File: src/hdl/bpr_map.svh
// constants for the backplane bus reset sequencer
`ifndef BPR_MAP_SVH
`define BPR_MAP_SVH
// ============================================================
// timing
`define BPR_CLK_MHZ 100
`define BPR_DET_CLKS 320
`define BPR_DET_W 9
// ============================================================
// register file
`define BPR_NREGS 4
`define BPR_RADDR_W 2
`define BPR_RDATA_W 8
`define BPR_REG_RST 8'h00
// control register layout
`define BPR_CTRL_ADDR 2'h0
`define BPR_IBR_BIT 6
`endif

File: src/hdl/bpr_pkg.sv
// types for the backplane bus reset sequencer
`include "bpr_map.svh"
package bpr_pkg;
    // ============================================================
    // sequencer states, gray along idle -> drive -> init
    typedef enum logic [1:0]
    {
        BPR_IDLE = 2'b00,
        BPR_DRIVE = 2'b01,
        BPR_INIT = 2'b11
    } bpr_state_t;
endpackage

File: src/hdl/bpr_regs.sv
// small register memory holding the phy operating registers
`timescale 1ns/1ps
`include "bpr_map.svh"
module bpr_regs
    import bpr_pkg::*;
(
    // clock and reset
    input wire logic clk,
    input wire logic resetn,
    // clear all to defaults
    input wire logic clr,
    // write port
    input wire logic we,
    input wire logic [`BPR_RADDR_W-1:0] waddr,
    input wire logic [`BPR_RDATA_W-1:0] wdata,
    // read port
    input wire logic [`BPR_RADDR_W-1:0] raddr,
    output logic [`BPR_RDATA_W-1:0] rdata
);
    // ============================================================
    // storage
    logic [`BPR_RDATA_W-1:0] mem_r [`BPR_NREGS];

    always_ff @(posedge clk or negedge resetn)
    begin
        if (!resetn)
        begin
            for (int i = 0; i < `BPR_NREGS; i++)
                mem_r[i] <= `BPR_REG_RST;
            rdata <= `BPR_REG_RST;
        end
        else
        begin
            for (int i = 0; i < `BPR_NREGS; i++)
                if (clr)
                    mem_r[i] <= `BPR_REG_RST;
                else if (we && waddr == i[`BPR_RADDR_W-1:0])
                    mem_r[i] <= wdata;
            rdata <= clr ? `BPR_REG_RST : mem_r[raddr];
        end
    end
endmodule

File: src/hdl/bpr_seq.sv
// bus reset sequencer for a single-port backplane phy
//
// Contract
// link reset request drives bus reset
// request returns all registers to defaults
// request may reinit the state machines
// own reset detected 320 clocks later, then init
// reset generator keeps running on self-detect
// any detected bus reset initialises phy
// link writes control with reset bit one
// hardware clears reset bit on own detect
// tap-in alone never causes bus reset
// power-up initialises, drives no bus reset; the code resets straight to idle and gives no phy_init pulse
// detection delay is fixed 320 count
`timescale 1ns/1ps
`include "bpr_map.svh"
module bpr_seq
    import bpr_pkg::*;
(
    // clock and reset
    input wire logic clk,
    input wire logic resetn,
    // link register access
    input wire logic reg_we,
    input wire logic [`BPR_RADDR_W-1:0] reg_waddr,
    input wire logic [`BPR_RDATA_W-1:0] reg_wdata,
    input wire logic [`BPR_RADDR_W-1:0] reg_raddr,
    output logic [`BPR_RDATA_W-1:0] reg_rdata,
    // backplane side
    input wire logic bus_reset_in,
    input wire logic tap_in,
    output logic bus_reset_out,
    // status
    output logic phy_init,
    output logic initiate_bus_reset_bit
);
    // ============================================================
    // helpers
    // true when an address hits the control register
    function automatic logic is_ctrl(input logic [`BPR_RADDR_W-1:0] addr);
        return addr == `BPR_CTRL_ADDR;
    endfunction

    // place the request bit at its field position in a register word
    function automatic logic [`BPR_RDATA_W-1:0] ibr_field(input logic bit_val);
        return `BPR_RDATA_W'(bit_val) << `BPR_IBR_BIT;
    endfunction

    // ============================================================
    // pin synchroniser; tap_in is sampled nowhere on purpose
    logic rst_meta_r, rst_sync_r, rst_prev_r;
    logic unused_tap;
    assign unused_tap = tap_in;

    always_ff @(posedge clk or negedge resetn)
    begin
        if (!resetn)
        begin
            rst_meta_r <= 1'b0;
            rst_sync_r <= 1'b0;
            rst_prev_r <= 1'b0;
        end
        else
        begin
            rst_meta_r <= bus_reset_in;
            rst_sync_r <= rst_meta_r;
            rst_prev_r <= rst_sync_r;
        end
    end

    // ============================================================
    // decode
    bpr_state_t state_r, state_nxt;
    logic [`BPR_DET_W-1:0] cnt_r, cnt_nxt;
    logic ibr_r, ibr_nxt;
    logic ibr_write, own_detect, ext_detect, any_detect, regs_clr, mem_we;
    logic [`BPR_RDATA_W-1:0] mem_rdata;
    logic in_idle, in_drive;

    assign in_idle = state_r == BPR_IDLE;
    assign in_drive = state_r == BPR_DRIVE;
    assign ibr_write = reg_we && is_ctrl(reg_waddr) && reg_wdata[`BPR_IBR_BIT];
    // own reset counts as seen after the fixed count, not via pin loopback
    assign own_detect = in_drive && cnt_r == `BPR_DET_W'(`BPR_DET_CLKS - 1);
    // prev idles low like the pin, so leaving reset gives no false edge
    assign ext_detect = rst_sync_r && !rst_prev_r;
    assign any_detect = own_detect || ext_detect;
    // a request refused outside idle must not wipe the registers again
    assign regs_clr = (ibr_write && in_idle) || any_detect;
    assign mem_we = reg_we && !regs_clr;

    // ============================================================
    // sequencer
    always_comb
    begin
        state_nxt = state_r;
        cnt_nxt = cnt_r;
        ibr_nxt = ibr_r;
        unique case (state_r)
            BPR_IDLE:
            begin
                cnt_nxt = '0;
                if (ibr_write)
                begin
                    ibr_nxt = 1'b1;
                    state_nxt = BPR_DRIVE;
                end
                else if (ext_detect)
                    state_nxt = BPR_INIT;
            end
            BPR_DRIVE:
            begin
                // the generator counter ignores detected resets so the pulse is full length
                cnt_nxt = cnt_r + `BPR_DET_W'(1);
                if (own_detect)
                begin
                    ibr_nxt = 1'b0;
                    state_nxt = BPR_INIT;
                end
            end
            BPR_INIT:
            begin
                cnt_nxt = '0;
                state_nxt = BPR_IDLE;
            end
            default:
                state_nxt = BPR_IDLE;
        endcase
    end

    // registered outputs follow the next state so they line up with state_r
    logic drive_nxt, init_nxt;
    assign drive_nxt = state_nxt == BPR_DRIVE;
    assign init_nxt = state_nxt == BPR_INIT;

    // ============================================================
    // state register; power-up lands in idle with no bus reset driven
    always_ff @(posedge clk or negedge resetn)
    begin
        if (!resetn)
            state_r <= BPR_IDLE;
        else
            state_r <= state_nxt;
    end

    // detection counter; only the sequencer moves it, never a detected edge
    always_ff @(posedge clk or negedge resetn)
    begin
        if (!resetn)
            cnt_r <= '0;
        else
            cnt_r <= cnt_nxt;
    end

    // request bit; once set only the own detect clears it
    always_ff @(posedge clk or negedge resetn)
    begin
        if (!resetn)
            ibr_r <= 1'b0;
        else
            ibr_r <= ibr_nxt;
    end

    // backplane drive and init pulse come straight from flops
    always_ff @(posedge clk or negedge resetn)
    begin
        if (!resetn)
        begin
            bus_reset_out <= 1'b0;
            phy_init <= 1'b0;
        end
        else
        begin
            bus_reset_out <= drive_nxt;
            phy_init <= init_nxt;
        end
    end

    // ============================================================
    // outputs
    logic [`BPR_RDATA_W-1:0] rdata_r, rdata_nxt;
    // control word shows the live reset bit over the stored copy,
    // since the memory never holds that bit
    assign rdata_nxt = is_ctrl(reg_raddr) ? (mem_rdata | ibr_field(ibr_nxt)) : mem_rdata;

    always_ff @(posedge clk or negedge resetn)
    begin
        if (!resetn)
            rdata_r <= `BPR_REG_RST;
        else
            rdata_r <= rdata_nxt;
    end

    // visible copy of the request bit, one flop so it matches bus_reset_out
    always_ff @(posedge clk or negedge resetn)
    begin
        if (!resetn)
            initiate_bus_reset_bit <= 1'b0;
        else
            initiate_bus_reset_bit <= ibr_nxt;
    end
    assign reg_rdata = rdata_r;

    bpr_regs u_regs
    (
        .clk(clk),
        .resetn(resetn),
        .clr(regs_clr),
        .we(mem_we),
        .waddr(reg_waddr),
        .wdata(reg_wdata & ~ibr_field(1'b1)),
        .raddr(reg_raddr),
        .rdata(mem_rdata)
    );
endmodule

File: config.mk
export PLATFORM = sky130hd
export DESIGN_NAME = bpr_seq
export DESIGN_NICKNAME = d
export VERILOG_FILES = /design/src/hdl/bpr_pkg.sv /design/src/hdl/bpr_regs.sv /design/src/hdl/bpr_seq.sv
export VERILOG_INCLUDE_DIRS = /design/src /design/src/hdl
export SDC_FILE = /design/constraint.sdc
export NUM_CORES = 1
export LEC_CHECK = 0
export ABC_AREA = 0
export BUFFER_PORTS_ARGS = -buffer_cell sky130_fd_sc_hd__buf_2
export CAP_MARGIN = 20
export CORE_UTILIZATION = 40
export CTS_CLUSTER_DIAMETER = 40
export CTS_CLUSTER_SIZE = 30
export DETAILED_ROUTE_END_ITERATION = 12
export GPL_TIMING_DRIVEN = 0
export SLEW_MARGIN = 10
export SYNTH_ARGS = -nofsm -noshare
export SYNTH_HDL_FRONTEND = slang
export SYNTH_SLANG_ARGS = --single-unit
File: constraint.sdc
create_clock -name clk -period 1.7 [get_ports clk]
set_input_delay 0.085 -clock clk [delete_from_list [all_inputs] [get_ports clk]]
set_output_delay 0.085 -clock clk [all_outputs]
set_load 0.05 [all_outputs]
==> results of run 1 <==
cells by family (layout without fill, tap and decap cells):
kind of cell	count (synthesis)	after routing
muxes	36	36
AOI/OAI and AO/OA	15	15
DFF	60	60
adders and majority gates	5	5
xor gates and xnor gates	2	2
and+or+nand+nor	73	73
buffers and inverters	14	63
cells in the final DEF (no fill, tap or decap), types with 3 or more instances in the layout:
master and count:
dfrtp_1 60, buf_1 3, o21ai_0 5, mux4_2 7, a21oi_1 3, nor2_1 35
buf_2 23, nand2_1 9, nand2b_1 3, clkinv_2 3, mux2i_1 28, clkbuf_8 10
inv_1 4, nor2b_1 8, buf_8 3, nand3_1 5, ha_1 3, buf_4 7
power breakdown:
part           switching, mW  total, mW  internal (mW)
Clock                  0.523       1.38          0.858
Combinational          0.622       1.04          0.418
Sequential            0.0882       1.69           1.60
worst max-delay path: stages (launching register included):
cell and delay, ps:
dfrtp_1 400, inv_2 80, ha_2 180, nor4bb_2 190
nand4_1 140, buf_6 150, o22a_1 180, nor3b_1 150
flip-flops by register name, indices dropped and copies added, names as in the netlist:
register and count:
initiate_bus_reset_bit 1, reg_rdata 8, rst_sync_r 1, state_r 2, u_regs.rdata 7, cnt_r 9
phy_init 1, rst_prev_r 1, rst_meta_r 1, u_regs.mem_r 28, bus_reset_out 1
cells in the mapped netlist (2+ instances only):
| master | instances | area share |
|---|---|---|
| nor2_1 | 35 | 0.051 |
| buf_1 | 3 | 0.0044 |
| nand2b_1 | 3 | 0.0073 |
| nand2_1 | 9 | 0.013 |
| nand3_1 | 5 | 0.0097 |
| nand3b_1 | 2 | 0.0058 |
| dfrtp_1 | 60 | 0.58 |
| and3_1 | 2 | 0.0049 |
| a21oi_1 | 3 | 0.0058 |
| xnor2_1 | 2 | 0.0068 |
| o21ai_0 | 5 | 0.0097 |
| buf_6 | 4 | 0.017 |
| mux4_2 | 7 | 0.061 |
| ha_1 | 5 | 0.024 |
| inv_1 | 5 | 0.0073 |
| mux2i_1 | 28 | 0.11 |
| nor2b_1 | 8 | 0.019 |
routing by layer:
| layer | track usage | up-vias | wire length (um) |
|---|---|---|---|
| met1 | 0.2189 | 765 | 2178 |
| met3 | 0.05934 | 6 | 228 |
| met4 | 0.06842 | 0 | 60 |
| met2 | 0.2521 | 41 | 2271 |
| met5 | 0 | - | 0 |
| li1 | - | 794 | - |
final cells by class:
class / count / area (sq um)
clock inverters: 5 / 75.07
flip-flops and latches: 60 / 1501
fillers: 553 / 2939
well taps: 75 / 93.84
inverters: 5 / 18.77
clock buffers: 11 / 141.4
multi-input cells: 131 / 1015
repair buffers: 33 / 198.9
plain buffers: 9 / 77.57
worst paths after layout:
path	from	to	slack, ps	cells past startpoint
setup / recovery	state_r[1]$_DFF_PN0_	reg_rdata[6]$_DFF_PN0_	80	7
hold / removal	reg_wdata[2]	u_regs.mem_r[18]$_DFFE_PN0P_	40	3
setup reg to reg	state_r[1]$_DFF_PN0_	reg_rdata[6]$_DFF_PN0_	80	7
hold reg to reg	u_regs.rdata[3]$_DFF_PN0_	reg_rdata[3]$_DFF_PN0_	350	0
max in group asynchronous	resetn	u_regs.rdata[2]$_DFF_PN0_	850	2
min in group asynchronous	resetn	cnt_r[2]$_DFFE_PN0P_	370	2
timing repair:
| action | CTS | global route |
|---|---|---|
| endpoints found under the setup margin | 38 | 38 |
| endpoints found under the hold margin | 61 | 0 |
| pin swaps | 1 | 2 |
| hold buffers | 2 | 0 |
| gates cloned | 0 | 0 |
| gates resized for setup | 6 | 5 |
| buffers inserted | 4 | 3 |
==> metrics, run 1 <==
Synth Cell Area=0.002579 sq mm; port buffer count=24; Yosys Warn Count=0; Initial Util=0.4255; via count=1606; Synth Instances=205; Routed WL per cell=14.40 um; first-pass GRT wire length=7990 um; 1st-iter DRT viols=54; Slew @ Worst Pin=733.4 ps; Clk pin slew, worst setup/hold paths=70 ps; die area=0.006772 sq mm; ys async rst share=1.000; Post-Synth Simple-Gate Area=0.1426; critical path class=register to register; share of layout cells above drive strength 1=0.2598; total grt overflow=0; Critical Path Source Type=register; f_max=0.6190 GHz; post-synthesis xor/xnor area fraction=0.006793; sequential-to-total area share from yosys stat=0.5822; top_reg_cell synth=dfrtp_1; dpl hpwl=2966 um; initial antenna violation count=0; # diodes=0; RSZ-0062 raised after global routing=yes; die width=82.29 um; Clock Latency Late Sink=330 ps; Final Setup Violations=0; Syn Area/Cell=12.58 sq um; EDFF count, synth=0; drc violations=0; CP endpoint kind=register; setup ws final=84.52 ps; synthesized flop and latch total=60; maxcap violations=0; DP Area=0.002795 sq mm; compound-cell area share of the yosys netlist=0.03736; Final Cycle Share=0.9503; global placement routability congestion=0.7631; P&R area growth vs syn=21.06%; status=completed; row count=28; clk sinks=60; Final min period=1615 ps; vias per cell=4.881; WHS=41.79 ps; Nets=271; # IOs=28; mux cell area share after synthesis=0.1742; CTS root buffer=clkbuf_8; min-delay worst type=input port to register; PD cells=1317 mW/mm^2; highest ir drop seen on vdd=0.0006167 V; fin area=0.003122 sq mm; Crit path arrival time=1800 ps; post-synth cell types=36; final hold violation count=0; Post-Place Cells=304; Pwr Total=4.111 mW; pin count of the biggest net entering global routing=61; DRT Pass-1 Iters=4; largest family of logic cells by synthesized area=multiplexers; Post-Synth Adder-Cell Area=0.02426; fin util=0.5151; Clock Skew=6.146 ps; GRT Util Overall=0.1673; CTS tree=yes; CTS Buf Count=9; Detail Route Antenna Nets=0; syn nets=227; Crit Path Max Fanout=4; Die H=82.29 um; non-filler instance count after layout=329; pre-CTS setup slack=-174.9 ps; Post-Route WL=4739 um; LEAKAGE=1.614 nW; via count of the first global-routing pass=1623; Slew Limit Fails=0; final setup TNS=0 ps; Worst slew margin=0.5111; core footprint=0.006061 sq mm; CTS Buffer Depth=2; Worst EP required=1880 ps; number of H-tree levels=3
Power figures use the tool's default switching activity.
==> inputs of run 2 (changes only) <==
- PLACE_DENSITY: default -> 0.66
==> run 2 against run 1 <==
- the flow now finishes with violations (negative setup slack)
- register-to-register slack got worse by 100 ps
- combinational power up 13%
- sequential power about the same
- sequential share of layout area down 2.4 points
- global-route usage grew 0.14 points
- largest power group unchanged
- critical endpoint is now u_regs.mem_r[4]$_DFFE_PN0P_
- power grew 1.3%
- critical path type unchanged
- via count increased by 4.0%
==> metrics, run 2 (same netlist as run 1, synthesis figures left out) <==
Post-Route WL=5235 um (+10%); Final Setup Violations=21 (+21); Detail Route Antenna Nets=0 (unchanged); failing checks=negative setup slack; global placement routability congestion=0.7421 (-2.8%); setup ws final=-16.43 ps (-101.0 ps); Slew Limit Fails=0 (unchanged); most flop-heavy register=u_regs.mem_r; P&R area growth vs syn=27.51%; initial antenna violation count=0 (unchanged); clk sinks=60 (unchanged); LEAKAGE=1.635 nW (+1.3%); CTS root buffer=clkbuf_8; CP endpoint kind=register; status=complete, but fails checks; non-filler instance count after layout=331 (+0.61%); total grt overflow=0 (unchanged); Pwr Total=4.165 mW (+1.3%); Routed WL per cell=15.82 um (+9.8%); max reg flops=28 (unchanged); CTS tree=yes; port buffer count=24 (unchanged); 1st-iter DRT viols=50 (-7.4%); M2 GR Usage=0.2579 (+0.005785); f_max=0.5826 GHz (-5.9%); gr busiest metal=met2; dpl hpwl=3041 um (+2.5%); Critical Path Source Type=register; critical path class=register to register; Clock Latency Late Sink=330 ps (about the same); via count of the first global-routing pass=1671 (+3.0%); Initial Util=0.4255 (unchanged); min-delay worst type=input port to register; Crit path arrival time=1930 ps (+130 ps); Crit Path Max Fanout=8 (+4); drc violations=0 (unchanged); CTS Buffer Depth=2 (unchanged); Slew @ Worst Pin=743.3 ps (+9.904 ps); die width=82.29 um (unchanged); final hold violation count=0 (unchanged); GR Util met1=0.2133 (-0.005560); most common cell after layout, fill and taps aside=dfrtp_1; pin count of the biggest net entering global routing=61 (unchanged); row count=28 (unchanged); fin util=0.5425 (+0.02746); pre-CTS setup slack=-156.2 ps (+18.72 ps); fillers=540 (-2.4%); maxcap violations=0 (unchanged); final setup TNS=-170.3 ps (-170.3 ps); DRT Pass-1 Iters=4 (unchanged); Final Cycle Share=1.010 (+0.05938); highest ir drop seen on vdd=0.0006371 V (+3.3%); Worst EP required=1920 ps (+40 ps); Die H=82.29 um (unchanged); Nets=274 (+1.1%); # IOs=28 (unchanged); via count=1671 (+4.0%); RSZ-0062 raised after global routing=yes; vias per cell=5.048 (+3.4%); Final min period=1716 ps (+101.0 ps); number of H-tree levels=3 (unchanged); PD cells=1267 mW/mm^2 (-3.8%); share of layout cells above drive strength 1=0.3633 (+0.1034); first-pass GRT wire length=8024 um (+0.43%); Clk pin slew, worst setup/hold paths=70 ps (about the same); CTS Buf Count=9 (unchanged); GRT Util Overall=0.1687 (+0.001380); highest-count cells in the layout ignoring fill and taps=59 x dfrtp_1, 28 x mux2i_1, 23 x buf_2; core footprint=0.006061 sq mm (unchanged); Post-Place Cells=304 (unchanged); die area=0.006772 sq mm (unchanged); met3 Use GR=0.05055 (-0.008791); Worst slew margin=0.5045 (-0.006602); Clock Skew=12.41 ps (+6.267 ps); # diodes=0 (unchanged)
[run 2: changes by cell type in the layout (fill, tap and decap cells not counted), moves of 2 or more]
cell / change
nor2b_2: +4
nor2b_1: -6
clkbuf_16: +3
nor2_1: -15
nor2b_4: +2
nor2_2: +10
nor2_4: +5
[run 2: worst max-delay path, stage by stage, from the launching register on]
cell and delay (ps):
dfrtp_1 410, inv_2 110, ha_4 140, nor4bb_1 200, nand4_1 250, nand3b_4 270
clkbuf_16 190, nor2_1 40
[run 2: path summary, 6_finish.rpt]
path | slack [ps] | endpoint | cells past startpoint | startpoint
hold reg to reg | 350 | rst_sync_r$_DFF_PN0_ | 0 | rst_meta_r$_DFF_PN0_
setup / recovery | -20 | u_regs.mem_r[4]$_DFFE_PN0P_ | 7 | state_r[1]$_DFF_PN0_
max in group asynchronous | 820 | state_r[0]$_DFF_PN0_ | 2 | resetn
min in group asynchronous | 350 | u_regs.mem_r[20]$_DFFE_PN0P_ | 2 | resetn
hold / removal | 50 | u_regs.mem_r[13]$_DFFE_PN0P_ | 3 | reg_wdata[5]
setup reg to reg | -20 | u_regs.mem_r[4]$_DFFE_PN0P_ | 7 | state_r[1]$_DFF_PN0_
[run 2: per-layer routing]
metal,wire length [um],vias to the layer above
met5,0,-
met4,33,0
met3,210,5
met2,2522,34
met1,2469,827
li1,-,805
[run 2: power breakdown]
group	leakage [nW]	internal [mW]	switching, mW
Sequential	0.800	1.60	0.0939
Clock	0.105	0.746	0.551
Combinational	0.730	0.489	0.683
[run 2: repair_timing]
action                     CTS  global route
pin swaps                    3            10
gates resized for setup      6            35
hold buffers                 2             0
cloned                       0             3
setup buffers                3             4
setup endpoints to repair   34            38
hold endpoints to repair    61             0
[run 2: stage by stage]
stage,hold WS (ps),instance area (sq um)
6_report,45.45,3288
5_1_grt,38.21,3288
4_1_cts,24.68,3054
3_5_place_dp,197.2,2795
3_3_place_gp,195.4,2793
2_1_floorplan,-210.6,2579
[run 2: area by class of cell]
type / count / area, sq um / area share
timing repair buffer: 36 / 274.0 / 0.08333
tap: 75 / 93.84 / 0.02854
sequential: 60 / 1503 / 0.4570
buffer: 9 / 77.57 / 0.02359
inverter: 5 / 18.77 / 0.005708
clock buffer: 11 / 151.4 / 0.04604
clock inverter: 4 / 48.80 / 0.01484
multi-input combinational: 131 / 1121 / 0.3409
==> inputs of run 3 (changes only) <==
- ABC_AREA: 0 -> 1
- BUFFER_PORTS_ARGS: -buffer_cell sky130_fd_sc_hd__buf_2 -> default
- DONT_BUFFER_PORTS: default -> 1
- PLACE_DENSITY: 0.66 -> 0.62
==> run 3 against run 2 <==
- the flow now finishes without violations
- register-to-register slack gained 100 ps
- critical endpoint is now u_regs.mem_r[27]$_DFFE_PN0P_
- hold slack improved by 63 ps
- global-route usage grew 2.5 points
- clock-buffer cell count decreased by 2
- cell area fell by 4.1%
==> metrics, run 3 <==
Pint=2.695 mW (-5.0%); first-pass GRT wire length=10320 um (+29%); Post-Synth Adder-Cell Area=0.02343 (-0.0008299); Worst path top cell family by delay=simple AND/OR/NAND/NOR gates; post-synthesis xor/xnor area fraction=0.006560 (-0.0002324); LEAKAGE=1.637 nW (about the same); WHS=108.5 ps (+63.02 ps); Sw Ratio=0.3351 (+0.01644); hold endpoint=u_regs.rdata[7]$_DFF_PN0_; post-synth top area cell=dfrtp_1; Crit path arrival time=1840 ps (-90 ps); PD cells=1286 mW/mm^2 (+1.5%); Syn Area/Cell=8.697 sq um (-31%); top_reg_cell synth=dfrtp_1; via count of the first global-routing pass=2159 (+29%); mux cell area share after synthesis=0 (-0.1742); final hold violation count=0 (unchanged); setup ws final=86.71 ps (+103.1 ps); Routed WL per cell=14.50 um (-8.3%); share of layout cells above drive strength 1=0.1276 (-0.2357); Synth Cell Area=0.002670 sq mm (+3.5%); number of H-tree levels=3 (unchanged); CTS Buffer Depth=2 (unchanged); share of total power in combinational logic=0.187 (-0.094); hold wc startpoint=reg_raddr[0]; Critical Path Stages=10 (+3); drc violations=0 (unchanged); RR Startpoint=cnt_r[1]$_DFFE_PN0P_; die width=83.70 um (+1.7%); ys async rst share=1.000 (unchanged); Yosys top cell area share=0.5623 (-0.01992); CP peak stage delay=370 ps (-40 ps); most flop-heavy register=u_regs.mem_r; GRT Util Overall=0.1940 (+0.02536); f_max=0.6199 GHz (+6.4%); Detail Route Antenna Nets=0 (unchanged); final setup TNS=0 ps (+170.3 ps); Worst slew margin=0.6854 (+0.1809); total grt overflow=0 (unchanged); fillers=625 (+16%); Post-Route WL=6001 um (+15%); Clock Power Share=0.346 (+0.035); DRT Pass-1 Iters=4 (unchanged); clk sinks=60 (unchanged); Slew Limit Fails=0 (unchanged); synthesized flop and latch total=60 (unchanged); Worst R2R Path Depth=10 (+3); syn nets=329 (+45%); core footprint=0.006386 sq mm (+5.4%); maxcap violations=0 (unchanged); # diodes=0 (unchanged); fin util=0.4937 (-0.04880); CP bufs+invs=2 (unchanged); most common cell in the netlist=nand3_1; Clk pin slew, worst setup/hold paths=70 ps (about the same); Nets=354 (+29%); pre-CTS setup slack=61.52 ps (+217.7 ps); # IOs=28 (unchanged); Final min period=1613 ps (-103.1 ps); global placement routability congestion=0.8136 (+9.6%); Final Setup Violations=0 (-100%); max reg flops=28 (unchanged); Clock Latency Late Sink=340 ps (about the same); critical path class=register to register; Initial Util=0.4181 (-0.007371); sequential share of power=0.467 (+0.060); P&R area growth vs syn=18.09%; Die H=83.70 um (+1.7%); highest ir drop seen on vdd=0.0006534 V (+2.6%); CTS Buf Count=9 (unchanged); Synth Instances=307 (+50%); post-synth cell types=18 (-50%); CTS root buffer=clkbuf_8; via count=2125 (+27%); min-delay worst type=input port to register; sequential-to-total area share from yosys stat=0.5623 (-0.01992); top cells by area, synth=dfrtp_1 56%, nand3_1 12%, nand2_1 8.3%, nor2_1 5.5%, inv_1 3.2%; Critical Path Source Type=register; Clock Skew=9.126 ps (-3.287 ps); pin count of the biggest net entering global routing=61 (unchanged); Crit Path Max Fanout=10 (+2); largest family of logic cells by synthesized area=simple AND/OR/NAND/NOR gates; Post-Synth Simple-Gate Area=0.2882 (+0.1455); non-filler instance count after layout=414 (+25%); hold path cells=4 (+1); Slew @ Worst Pin=471.9 ps (-271.4 ps); status=completed; compound-cell area share of the yosys netlist=0.05436 (+0.01700); Post-Place Cells=384 (+26%); CP endpoint kind=register; initial antenna violation count=0 (unchanged); vias per cell=5.133 (+1.7%); flop2flop setup slack=90 ps (+100 ps); most common cell after layout, fill and taps aside=nand3_1; row count=29 (+3.6%); Final Cycle Share=0.9490 (-0.06067); most instantiated cells after synthesis=66 x nand3_1, 60 x dfrtp_1, 59 x nand2_1, 39 x nor2_1, 23 x inv_1; Worst EP required=1930 ps (about the same); CP Cell Sequence=ha_2 > nand2_2 > nor2_2 > nand2_1 > nor2_4 > nor2_4 > buf_6 > buf_6 > nand3_1 > nand2_1; highest-count cells in the layout ignoring fill and taps=66 x nand3_1, 60 x dfrtp_1, 58 x nand2_1; terminus of the critical flop-to-flop path=u_regs.mem_r[27]$_DFFE_PN0P_; dpl hpwl=3891 um (+28%); die area=0.007006 sq mm (+3.5%); slowest CP cell=dfrtp_1; 1st-iter DRT viols=146 (+190%); port buffer count=0 (-100%); NetSw=1.358 mW (+2.3%); Yosys Warn Count=0 (unchanged); CTS tree=yes; EDFF count, synth=0 (unchanged)
## run 3: layer usage
layer | wire length [um] | track usage
met5 | 0 | 0
met4 | 117 | 0.1002
met3 | 277 | 0.05341
met2 | 2708 | 0.2875
met1 | 2898 | 0.2600
## run 3: worst max path at each step
| stage | startpoint | endpoint | slack [ps] |
|---|---|---|---|
| after floorplan | state_r[1]$_DFF_PN0_ | u_regs.mem_r[15]$_DFFE_PN0P_ | 260 |
| final | cnt_r[1]$_DFFE_PN0P_ | u_regs.mem_r[27]$_DFFE_PN0P_ | 90 |
| after global routing | cnt_r[1]$_DFFE_PN0P_ | u_regs.mem_r[7]$_DFFE_PN0P_ | -20 |
| after CTS | state_r[1]$_DFF_PN0_ | u_regs.mem_r[18]$_DFFE_PN0P_ | 50 |
| after global placement | state_r[1]$_DFF_PN0_ | u_regs.mem_r[12]$_DFFE_PN0P_ | 90 |
| after detailed placement | state_r[0]$_DFF_PN0_ | u_regs.mem_r[18]$_DFFE_PN0P_ | 60 |
## run 3: power by group through the flow
stage / Sequential (mW) / Combinational (mW) / Clock, mW
final: 1.89 / 0.757 / 1.40
after global routing: 1.91 / 0.876 / 1.51
after CTS: 1.89 / 0.729 / 1.43
after detailed placement: 1.92 / 0.657 / 0
after global placement: 1.91 / 0.644 / 0
after floorplan: 1.90 / 0.515 / 0
## run 3: tightest hold or removal path, stage by stage
cell     delay [ps]
nor2_1           90
nor2_1           40
o21ai_0         110
a21oi_1          80
## run 3: timing repair
action | 4_1_cts | 5_1_grt
endpoints found under the setup margin | 0 | 33
resized for setup | 0 | 7
hold buffers | 11 | 0
endpoints found under the hold margin | 91 | 0
buffers inserted | 0 | 3
## run 3: cell type report
type,instances,area (sq um),share of cell area
Sequential cell,60,1501,0.4762
Multi-Input combinational cell,210,1016,0.3222
Timing Repair Buffer,14,150.1,0.04762
Clock buffer,9,123.9,0.03929
Inverter,28,105.1,0.03333
Tap cell,77,96.34,0.03056
Clock inverter,7,91.34,0.02897
Buffer,9,68.82,0.02183
## run 3: metrics by stage
stage,cell area [sq um],power [mW]
detailed placement,2766,2.576
CTS,3109,4.052
global route,3153,4.296
floorplan,2670,2.412
global placement,2766,2.558
finish,3153,4.053
## run 3: cells by family (layout without fill, tap and decap cells)
group	count (synthesis)	after routing
adder cells (fa/ha/maj)	5	5
flip-flops	60	60
XOR/XNOR	2	2
AND/OR/NAND/NOR	174	174
AO/OA/AOI/OAI	29	29
buffers and inverters	37	67
